## src/pwmsd_pkg.sv

```systemverilog
// Package: register map, field layout and types for the PWM shutdown block
package pwmsd_pkg;

    // ==========================================================
    // Register offsets
    localparam logic [7:0] ADDR_SDCTL = 8'h00;
    localparam logic [7:0] ADDR_MODCTL = 8'h04;
    localparam logic [7:0] ADDR_CFG = 8'h08;
    localparam logic [7:0] ADDR_DRIVE = 8'h0c;
    localparam logic [7:0] ADDR_IRQ_STAT = 8'h10;
    localparam logic [7:0] ADDR_IRQ_MASK = 8'h14;

    // ==========================================================
    // Field positions
    localparam int MOD_RUN_BIT = 7;
    localparam int MOD_POL_AC_BIT = 1;
    localparam int MOD_POL_BD_BIT = 0;
    localparam int CFG_RESTART_BIT = 7;
    localparam int CFG_COMPARATOR_TWO_SYNC_ENABLE_BIT = 0;
    localparam int IRQ_PERIOD_BIT = 0;
    localparam int IRQ_SHUTDOWN_BIT = 1;

    // ==========================================================
    // Reset values
    localparam logic [7:0] SDCTL_RST = 8'h00;
    localparam logic [3:0] MODE_RST = 4'h0;
    localparam logic RUN_RST = 1'b0;
    localparam logic [7:0] CFG_RST = 8'h00;
    localparam logic [3:0] DRIVE_RST = 4'h0;
    localparam logic [1:0] IRQ_RST = 2'h0;

    // ==========================================================
    // Encodings and sizes
    localparam logic [2:0] SRC_OFF = 3'h0;
    localparam int SYNC_STAGES = 2;
    localparam int NUM_PINS = 4;

    typedef struct packed {
        logic status;
        logic [2:0] src;
        logic [1:0] pss_ac;
        logic [1:0] pss_bd;
    } pwmsd_sdctl_type;

    typedef struct packed {
        logic shutdown;
        logic period;
    } pwmsd_irq_type;

endpackage

```

## src/pwmsd_top.sv

```systemverilog
// PWM auto-shutdown and output polarity logic with register port
// Function
// - Mode field low bits set pair polarity
// - Period flag set as second period begins
// - All pins high impedance after reset
// - Source field selects comparators and pin
// - Firmware setting status bit is shutdown event
// - Status bit shows shutdown state
// - Status sticks until firmware or auto-restart
// - Shutdown forces enabled pins asynchronously, except comparator two when its sync enable holds it to the timer tick
// - Pair fields choose drive 0, 1, tri-state
// - Status writes ignored while condition present
// - Outputs resume at next period start
// - Auto-restart clears status when condition gone
`timescale 1ns/100ps
`default_nettype none

module pwmsd_top (
    input wire logic clk_in,
    input wire logic rst_in,
    input wire logic [7:0] addr_in,
    input wire logic [7:0] wr_data_in,
    input wire logic wr_en_in,
    input wire logic rd_en_in,
    output logic [7:0] rd_data_out,
    input wire logic [3:0] pwm_raw_in,
    input wire logic period_start_in,
    input wire logic cmp_one_in,
    input wire logic cmp_two_in,
    input wire logic ext_int_n_in,
    input wire logic sync_tick_in,
    output logic [3:0] pwm_pin_out,
    output logic [3:0] pwm_pin_oe_out,
    output logic irq_out
);

    // ==========================================================
    // Source decode
    function automatic logic src_hit(input logic [2:0] src, input logic c1,
                                     input logic c2, input logic pin_low);
        src_hit = (src[0] & c1) | (src[1] & c2) | (src[2] & pin_low);
    endfunction

    pwmsd_pkg::pwmsd_sdctl_type sdctl_ff;
    pwmsd_pkg::pwmsd_sdctl_type nxt_sdctl;
    pwmsd_pkg::pwmsd_irq_type irq_stat_ff;
    pwmsd_pkg::pwmsd_irq_type nxt_irq_stat;
    pwmsd_pkg::pwmsd_irq_type irq_mask_ff;
    logic [3:0] mode_ff;
    logic run_ff;
    logic [7:0] cfg_ff;
    logic [3:0] drive_ff;
    logic [7:0] rd_data_ff;
    logic irq_ff;
    logic hold_ff;
    logic seen_ff;
    logic cmp2_held_ff;
    logic [3:0] pin_lvl_ff;
    logic [2:0] trig_sync;
    logic c1_s;
    logic c2_s;
    logic int_low_s;

    // ==========================================================
    // Address decode
    wire wr_sd = wr_en_in && (addr_in == pwmsd_pkg::ADDR_SDCTL);
    wire wr_mod = wr_en_in && (addr_in == pwmsd_pkg::ADDR_MODCTL);
    wire wr_cfg = wr_en_in && (addr_in == pwmsd_pkg::ADDR_CFG);
    wire wr_drv = wr_en_in && (addr_in == pwmsd_pkg::ADDR_DRIVE);
    wire wr_ist = wr_en_in && (addr_in == pwmsd_pkg::ADDR_IRQ_STAT);
    wire wr_msk = wr_en_in && (addr_in == pwmsd_pkg::ADDR_IRQ_MASK);
    wire restart_en = cfg_ff[pwmsd_pkg::CFG_RESTART_BIT];
    wire comparator_two_sync_enable_en = cfg_ff[pwmsd_pkg::CFG_COMPARATOR_TWO_SYNC_ENABLE_BIT];
    wire pol_ac = mode_ff[pwmsd_pkg::MOD_POL_AC_BIT];
    wire pol_bd = mode_ff[pwmsd_pkg::MOD_POL_BD_BIT];

    // ==========================================================
    // Trigger conditions
    // two-flop trigger sync
    pwmsd_sync #(
        .WIDTH(3)
    ) u_sync (
        .clk_in(clk_in),
        .rst_in(rst_in),
        .async_in({cmp_one_in, cmp_two_in, ~ext_int_n_in}),
        .sync_out(trig_sync)
    );
    assign c1_s = trig_sync[2];
    assign c2_s = trig_sync[1];
    assign int_low_s = trig_sync[0];

    wire c2_async = comparator_two_sync_enable_en ? cmp2_held_ff : cmp_two_in;
    wire c2_eff_s = comparator_two_sync_enable_en ? cmp2_held_ff : c2_s;
    wire cond_raw = src_hit(sdctl_ff.src, cmp_one_in, c2_async, ~ext_int_n_in);
    wire cond_s = src_hit(sdctl_ff.src, c1_s, c2_eff_s, int_low_s);
    wire fw_set = wr_sd && wr_data_in[7];
    wire set_evt = cond_s || fw_set;
    wire shutdown_w = cond_raw || sdctl_ff.status || hold_ff;

    // ==========================================================
    // Status bit and register next values
    always_comb begin
        nxt_sdctl = sdctl_ff;
        if (wr_sd) begin
            nxt_sdctl = pwmsd_sdctl_type_from(wr_data_in, sdctl_ff.status);
        end
        if (!cond_s && ((wr_sd && !wr_data_in[7]) || restart_en)) begin
            nxt_sdctl.status = 1'b0;
        end
        if (set_evt) begin
            nxt_sdctl.status = 1'b1;
        end
    end

    function automatic pwmsd_pkg::pwmsd_sdctl_type pwmsd_sdctl_type_from(
        input logic [7:0] d, input logic st);
        pwmsd_sdctl_type_from = pwmsd_pkg::pwmsd_sdctl_type'({st, d[6:0]});
    endfunction

    wire period_evt = period_start_in && run_ff && seen_ff;
    wire sd_rise = set_evt && !sdctl_ff.status;

    always_comb begin
        nxt_irq_stat = irq_stat_ff;
        if (wr_ist) begin
            nxt_irq_stat = irq_stat_ff & ~pwmsd_pkg::pwmsd_irq_type'(wr_data_in[1:0]);
        end
        // flag from the second period start on
        if (period_evt) begin
            nxt_irq_stat.period = 1'b1;
        end
        if (sd_rise) begin
            nxt_irq_stat.shutdown = 1'b1;
        end
    end

    // ==========================================================
    // Control registers
    always_ff @(posedge clk_in or posedge rst_in) begin
        if (rst_in) begin
            sdctl_ff <= pwmsd_pkg::pwmsd_sdctl_type'(pwmsd_pkg::SDCTL_RST);
            irq_stat_ff <= pwmsd_pkg::pwmsd_irq_type'(pwmsd_pkg::IRQ_RST);
            irq_mask_ff <= pwmsd_pkg::pwmsd_irq_type'(pwmsd_pkg::IRQ_RST);
            mode_ff <= pwmsd_pkg::MODE_RST;
            run_ff <= pwmsd_pkg::RUN_RST;
            cfg_ff <= pwmsd_pkg::CFG_RST;
            drive_ff <= pwmsd_pkg::DRIVE_RST;
        end else begin
            sdctl_ff <= nxt_sdctl;
            irq_stat_ff <= nxt_irq_stat;
            if (wr_msk) begin
                irq_mask_ff <= pwmsd_pkg::pwmsd_irq_type'(wr_data_in[1:0]);
            end
            if (wr_mod) begin
                mode_ff <= wr_data_in[3:0];
                run_ff <= wr_data_in[pwmsd_pkg::MOD_RUN_BIT];
            end
            if (wr_cfg) begin
                cfg_ff <= wr_data_in;
            end
            if (wr_drv) begin
                drive_ff <= wr_data_in[3:0];
            end
        end
    end

    // ==========================================================
    // Period tracking, restart hold and comparator sampling
    wire nxt_seen = run_ff && (seen_ff || period_start_in);
    wire nxt_hold = sdctl_ff.status || cond_s || (hold_ff && !period_start_in);
    wire nxt_cmp2_held = sync_tick_in ? c2_s : cmp2_held_ff;

    always_ff @(posedge clk_in or posedge rst_in) begin
        if (rst_in) begin
            seen_ff <= 1'b0;
            hold_ff <= 1'b0;
            cmp2_held_ff <= 1'b0;
        end else begin
            seen_ff <= nxt_seen;
            hold_ff <= nxt_hold;
            cmp2_held_ff <= nxt_cmp2_held;
        end
    end

    // ==========================================================
    // Pin levels and shutdown states
    // pair polarity applied to raw waveform
    wire [3:0] nxt_pin_lvl = pwm_raw_in ^ {pol_bd, pol_ac, pol_bd, pol_ac};
    wire [1:0] pair_pss [pwmsd_pkg::NUM_PINS];
    assign pair_pss[0] = sdctl_ff.pss_ac;
    assign pair_pss[1] = sdctl_ff.pss_bd;
    assign pair_pss[2] = sdctl_ff.pss_ac;
    assign pair_pss[3] = sdctl_ff.pss_bd;

    always_ff @(posedge clk_in or posedge rst_in) begin
        if (rst_in) begin
            pin_lvl_ff <= 4'h0;
        end else begin
            pin_lvl_ff <= nxt_pin_lvl;
        end
    end

    genvar gi;
    generate
        for (gi = 0; gi < pwmsd_pkg::NUM_PINS; gi++) begin : g_pin
            assign pwm_pin_out[gi] = shutdown_w ? pair_pss[gi][0] : pin_lvl_ff[gi];
            assign pwm_pin_oe_out[gi] = drive_ff[gi] && !(shutdown_w && pair_pss[gi][1]);
        end
    endgenerate

    // ==========================================================
    // Read port and interrupt
    // status bit read back
    wire [7:0] rd_mux =
        (addr_in == pwmsd_pkg::ADDR_SDCTL) ? sdctl_ff :
        (addr_in == pwmsd_pkg::ADDR_MODCTL) ? {run_ff, 3'h0, mode_ff} :
        (addr_in == pwmsd_pkg::ADDR_CFG) ? cfg_ff :
        (addr_in == pwmsd_pkg::ADDR_DRIVE) ? {4'h0, drive_ff} :
        (addr_in == pwmsd_pkg::ADDR_IRQ_STAT) ? {6'h00, irq_stat_ff} :
        (addr_in == pwmsd_pkg::ADDR_IRQ_MASK) ? {6'h00, irq_mask_ff} : 8'h00;
    wire nxt_irq = |(nxt_irq_stat & irq_mask_ff);

    always_ff @(posedge clk_in or posedge rst_in) begin
        if (rst_in) begin
            rd_data_ff <= 8'h00;
            irq_ff <= 1'b0;
        end else begin
            rd_data_ff <= rd_en_in ? rd_mux : 8'h00;
            irq_ff <= nxt_irq;
        end
    end

    assign rd_data_out = rd_data_ff;
    assign irq_out = irq_ff;
endmodule
`default_nettype wire

```

## src/pwmsd_sync.sv

```systemverilog
// Two-stage synchroniser for asynchronous trigger levels
`timescale 1ns/100ps
`default_nettype none

module pwmsd_sync #(
    parameter int WIDTH = 3
) (
    input wire logic clk_in,
    input wire logic rst_in,
    input wire logic [WIDTH-1:0] async_in,
    output logic [WIDTH-1:0] sync_out
);

    logic [WIDTH-1:0] meta_ff;
    logic [WIDTH-1:0] sync_ff;

    // ==========================================================
    // Stages
    always_ff @(posedge clk_in or posedge rst_in) begin
        if (rst_in) begin
            meta_ff <= '0;
            sync_ff <= '0;
        end else begin
            meta_ff <= async_in;
            sync_ff <= meta_ff;
        end
    end

    assign sync_out = sync_ff;

endmodule
`default_nettype wire

```

## config.mk

```make
export PLATFORM = sky130hd
export DESIGN_NAME = pwmsd_top
export DESIGN_NICKNAME = d
export VERILOG_FILES = /design/src/pwmsd_pkg.sv /design/src/pwmsd_top.sv /design/src/pwmsd_sync.sv
export SDC_FILE = /design/constraint.sdc
export NUM_CORES = 1
export LEC_CHECK = 0
export BUFFER_PORTS_ARGS = -buffer_cell sky130_fd_sc_hd__buf_4
export CAP_MARGIN = 0
export CORE_UTILIZATION = 50
export CTS_BUF_LIST = sky130_fd_sc_hd__clkbuf_4 sky130_fd_sc_hd__clkbuf_8 sky130_fd_sc_hd__clkbuf_16
export DETAILED_ROUTE_END_ITERATION = 6
export PLACE_DENSITY = 0.74
export SLEW_MARGIN = 20
export SYNTH_ARGS = -nofsm -noshare
export SYNTH_HDL_FRONTEND = slang
export SYNTH_HIERARCHICAL = 1
export SYNTH_SLANG_ARGS = --single-unit
```

## constraint.sdc

```tcl
create_clock -name clk_in -period 2.5 [get_ports clk_in]
set_clock_uncertainty 0.1 [all_clocks]
set_input_delay 0.375 -clock clk_in [delete_from_list [all_inputs] [get_ports clk_in]]
set_output_delay 0.375 -clock clk_in [all_outputs]
set_load 0.005 [all_outputs]
```

# --- After elaboration in Yosys (flattened, before gate mapping) ---
# Index checks and enable logic that the tools add are counted.
# W data, S select, Z words.
word_totals:
  input_bits: 29
  wordCells: 94
  reg_bits: 51
op_classes:
  muxes: 18
  eq_ne: 5
  n_bitwise: 15
  reduce_logical: 36
op_table:
  columns: ["operator", "count"]
  rows:
  - ["$mux W8", 4]
  - ["$logic_and A1 B1 Y1", 20]
  - ["$eq A8 B4 Y1 const B", 2]
  - ["$eq A8 B5 Y1 const B", 2]
  - ["$mux W1", 10]
  - ["$eq A8 B3 Y1 const B", 1]
  - ["$logic_not A8 Y1", 1]
  - ["$logic_or A1 B1 Y1", 7]
  - ["$and A1 B1 Y1", 6]
  - ["$logic_not A1 Y1", 6]
  - ["$mux W2", 3]
  - ["$and A2 B2 Y2", 2]
  - ["$mux W4", 1]
  - ["$or A1 B1 Y1", 4]
  - ["$xor A4 B4 Y4", 1]
  - ["$not A2 Y2", 1]
  - ["$reduce_bool A2 Y1", 1]
  - ["$reduce_or A2 Y1", 1]
  - ["$not A1 Y1", 1]

# --- Depth between registers and ports, before layout ---
logic_depth:
  depth_word: 9
  ltp_mapped: 5

# --- Hierarchy ---
# Netlist, hierarchy kept.
by_module_without_submodules:
  columns: ["mod", "n_inst", "area_each_um2", "cells_per_inst"]
  rows:
  - ["pwmsd_top", 1, 2128.3, 176]
  - ["pwmsd_sync", 1, 153.9, 7]

# --- Worst setup path after synthesis ---
# Ideal clock, no wire load.
synth_timing:
  path_kind: "register to output"
  startpoint: "reg cfg_ff[0]"
  endpoint: "out pwm_pin_out[0]"
  arrival_ns: 1.642
  path_slack_ns: 0.383
  path_buffers: 0
  stages_incl_launch_ff: 4
  t_required_ns: 2.025
  cell_sequence: "dfrtp_1 -> mux2_2 -> a221oi_1 -> mux2_2"
synth_via:
  elab_chain_len: 7
synth_rtl:
  columns: ["element", "line_no", "source"]
  rows:
  - ["start, declared", "pwmsd_top.sv:51", "logic [7:0] cfg_ff;"]
  - ["start signal, assigned", "pwmsd_top.sv:146", "cfg_ff <= pwmsd_pkg::CFG_RST;"]
  - ["start signal, assigned", "pwmsd_top.sv:159", "cfg_ff <= wr_data_in;"]
  - ["$mux W1", "pwmsd_top.sv:92", "wire c2_async = comparator_two_sync_enable_en ? cmp2_held_ff : cmp_two_in;"]
  - ["$and A1 B1 Y1", "pwmsd_top.sv:41", "src_hit = (src[0] & c1) | (src[1] & c2) | (src[2] & pin_low);"]
  - ["$or A1 B1 Y1 (2 in series)", "pwmsd_top.sv:41", null]
  - ["$logic_or A1 B1 Y1 (2 in series)", "pwmsd_top.sv:98", "wire shutdown_w = cond_raw || sdctl_ff.status || hold_ff;"]
  - ["$mux W1", "pwmsd_top.sv:206", "assign pwm_pin_out[gi] = shutdown_w ? pair_pss[gi][0] : pin_lvl_ff[gi];"]
  - ["end, declared", "pwmsd_top.sv:32", "output logic [3:0] pwm_pin_out,"]
# Every way passes these cells.

# --- Worst setup path after layout ---
# Same ends and word-level chain as after synthesis.

==> summary.txt <==
Pre-Repair DR Iteration Count: 4
CTS root buf: clkbuf_8
Final Wtd Congestion: 0.860
Seq cells post-synth: 51
Fin crit share: 0.959
Antenna violation net count after detailed routing: 0
Row cnt: 24
CTS tree: built
Worst slew pin tran: 0.550 ns
CTS H-Tree Depth: 2
Later-pin clock latency in the skew report: 0.30 ns
Post-Syn Instances: 183
First-pass GRT wire length: 8280 um
Synth Flop Type: dfrtp_1
Drt wl/cell: 17.0 um
Unique cell type count in the Yosys netlist: 35
Tmin final: 2.40 ns
Reg2reg start: cfg_ff[0]$_DFFE_PP0P_
Synth top area share: 0.559
Hold EP: u_sync/meta_ff[2]$_DFF_PP0_
Setup CP Type: register to output port
Post-route setup slack: 0.102 ns
Status: complete, no violations
IO Pins: 46
CP endpoint kind: output port
Area Overhead vs Synth: 25.9%
TritonCTS buffer count: 5
Starting Density: 0.521
Total Routing Usage GR: 0.224
Register area share after synthesis: 0.559
WL final: 5000 um
Worst slack, placed: 0.233 ns
Largest net degree at the start of global routing: 26
Hold/Removal Path Class: input port to register
Sink Count: 51
Worst EP arrival: 1.92 ns
Max Slew Vio Count: 0
Syn Area/Cell: 12.5 um2
Antenna violations before repair: 0
Worst Path Required: 2.03 ns
Drt drc: 0
DP HPWL: 3720 um
Layout cells sized above 1: 0.426
Fin Hold WS: 0.0864 ns
Slew headroom: 0.628
Die Width: 69.6 um
Reg2reg setup slack: 0.91 ns
Nets@finish: 270
Final Power: 0.00177 W
Total negative slack: 0 ns
Clock-pin slew on the worst setup and hold paths: 0.09 ns
Core area: 4380 um2
Critical path fanouts, max: 6
Max VDD drop: 0.309 mV
DR iter-0 viols: 78
Ys async rst share: 1.00
Hold_sp: cmp_one_in
Cell area after synthesis: 2280 um2
Final core occ: 0.656
Number of synthesis warnings: 6
Lkg Pwr: 1.43 nW
Vias post-DR: 1,614
Number of synthesized flops with an enable pin: 0
Maximum clock rate: 417 MHz
Endpoints failing setup: 0
Vias in the first global route: 1,636
Die area: 4840 um2
Max capacitance violation total: 0
Critical R2R Capture: irq_out$_DFF_PP0_
Max clock buf depth: 2
PD cells: 617 nW/um2
Via density: 5.49
Top cell type by total area after synthesis: dfrtp_1
Min-Delay Path Depth: 1
Synth top area cells: dfrtp_1 56%, mux2_2 18%, nor2b_1 2.5%, a22oi_1 2.3%, inv_1 1.6%
CP Launch Type: register
Endpoints failing hold: 0
Total of fill cells in the finished design: 366
Die H: 69.6 um
GRT overflow: 0
RSZ-0062 raised after global routing: no
Post-synth net total: 212
Port bufs: 45
Register-to-Register Path Depth: 5
Ant. Diodes: 0
==> synth_stat cells (3+ instances only) <==
library cell,n
clkbuf_1,4
and2_1,5
nor3_1,3
nand3_1,6
inv_1,10
nor2b_1,9
xor2_1,4
nand2_1,5
mux2_2,36
nand2b_1,5
a22oi_1,7
o21ai_0,6
dfrtp_1,51
nor2_1,3
==> power by group <==
part	leakage [nW]	internal, W	switching (W)
sequential	0.673	0.000881	0.0000434
combinational	0.696	0.000140	0.000118
clock	0.0612	0.000324	0.000265
==> per-layer routing <==
layer	up-vias	track usage	share of wire
met5	-	0	0
met1	796	0.304	0.46
met2	35	0.358	0.49
met3	9	0.0538	0.036
li1	774	-	-
met4	0	0.0726	0.014
==> flip-flops by register name, indices dropped and copies added (netlist names) <==
register and cells:
run_ff 1, rd_data_out 8, irq_mask_ff 2, irq_out 1, cmp2_held_ff 1, hold_ff 1
u_sync/meta_ff 3, sdctl_ff 4, seen_ff 1, u_sync/sync_out 3, pair_pss 4, irq_stat_ff 2
drive_ff 4, pin_lvl_ff 4, mode_ff 4, cfg_ff 8
==> through the flow <==
stage          area [um2]  instances
4_1_cts              2870        294
6_report             2870        294
2_1_floorplan        2280        183
3_3_place_gp         2730        284
3_5_place_dp         2730        284
5_1_grt              2870        294
==> cell usage in the layout (no fill, tap or decap), types with 3 or more instances in the layout <==
cell type	n
nand3_1	6
xor2_1	4
nand2_1	5
nor3_1	3
nor2b_1	9
clkbuf_8	6
a22oi_1	7
inv_1	9
nand2b_1	5
o21ai_0	6
dfrtp_1	51
mux2_2	36
nor2_1	3
buf_4	55
and2_1	5
==> critical path, cell delays in order (launching register included) <==
cell and delay (ns):
dfrtp_1 0.38, mux2_2 0.35, a221oi_2 0.22, buf_4 0.20
mux2_2 0.34, buf_4 0.13
==> how the worst max path moves through the flow <==
stage               cells after the start  slack (ns)                 endpoint                  start
global placement                        5        0.25  drive_ff[1]$_DFFE_PP0P_             addr_in[5]
floorplan                               3        0.38           pwm_pin_out[0]  cfg_ff[0]$_DFFE_PP0P_
CTS                                     5        0.03           pwm_pin_out[1]  cfg_ff[0]$_DFFE_PP0P_
finish                                  5        0.10           pwm_pin_out[0]  cfg_ff[0]$_DFFE_PP0P_
global route                            5        0.02           pwm_pin_out[0]  cfg_ff[0]$_DFFE_PP0P_
detailed placement                      5        0.23    cfg_ff[2]$_DFFE_PP0P_             addr_in[5]
==> cell type report <==
cell class	count	area, um2	share of cell area
Sequential cell	51	1280	0.444
Inverter	10	37.5	0.0131
Clock buffer	6	82.6	0.0287
Timing Repair Buffer	56	423	0.147
Tap cell	52	65.1	0.0226
Multi-Input combinational cell	117	955	0.332
Clock inverter	2	35.0	0.0122
==> what timing repair did <==
item	4_1_cts	5_1_grt
hold buffers	1	0
buffers inserted	1	0
gates resized for setup	0	1
endpoints found under the setup margin	4	4
hold endpoints to repair	7	0
==> cell families after synthesis <==
logic type	Yosys count	synth area share
xor+xnor	4	0.0153
buf+inv	15	0.0252
flops	51	0.559
compound gates	27	0.0844
simple gates	48	0.129
mux	38	0.186
(Power assumes the default switching activity.)
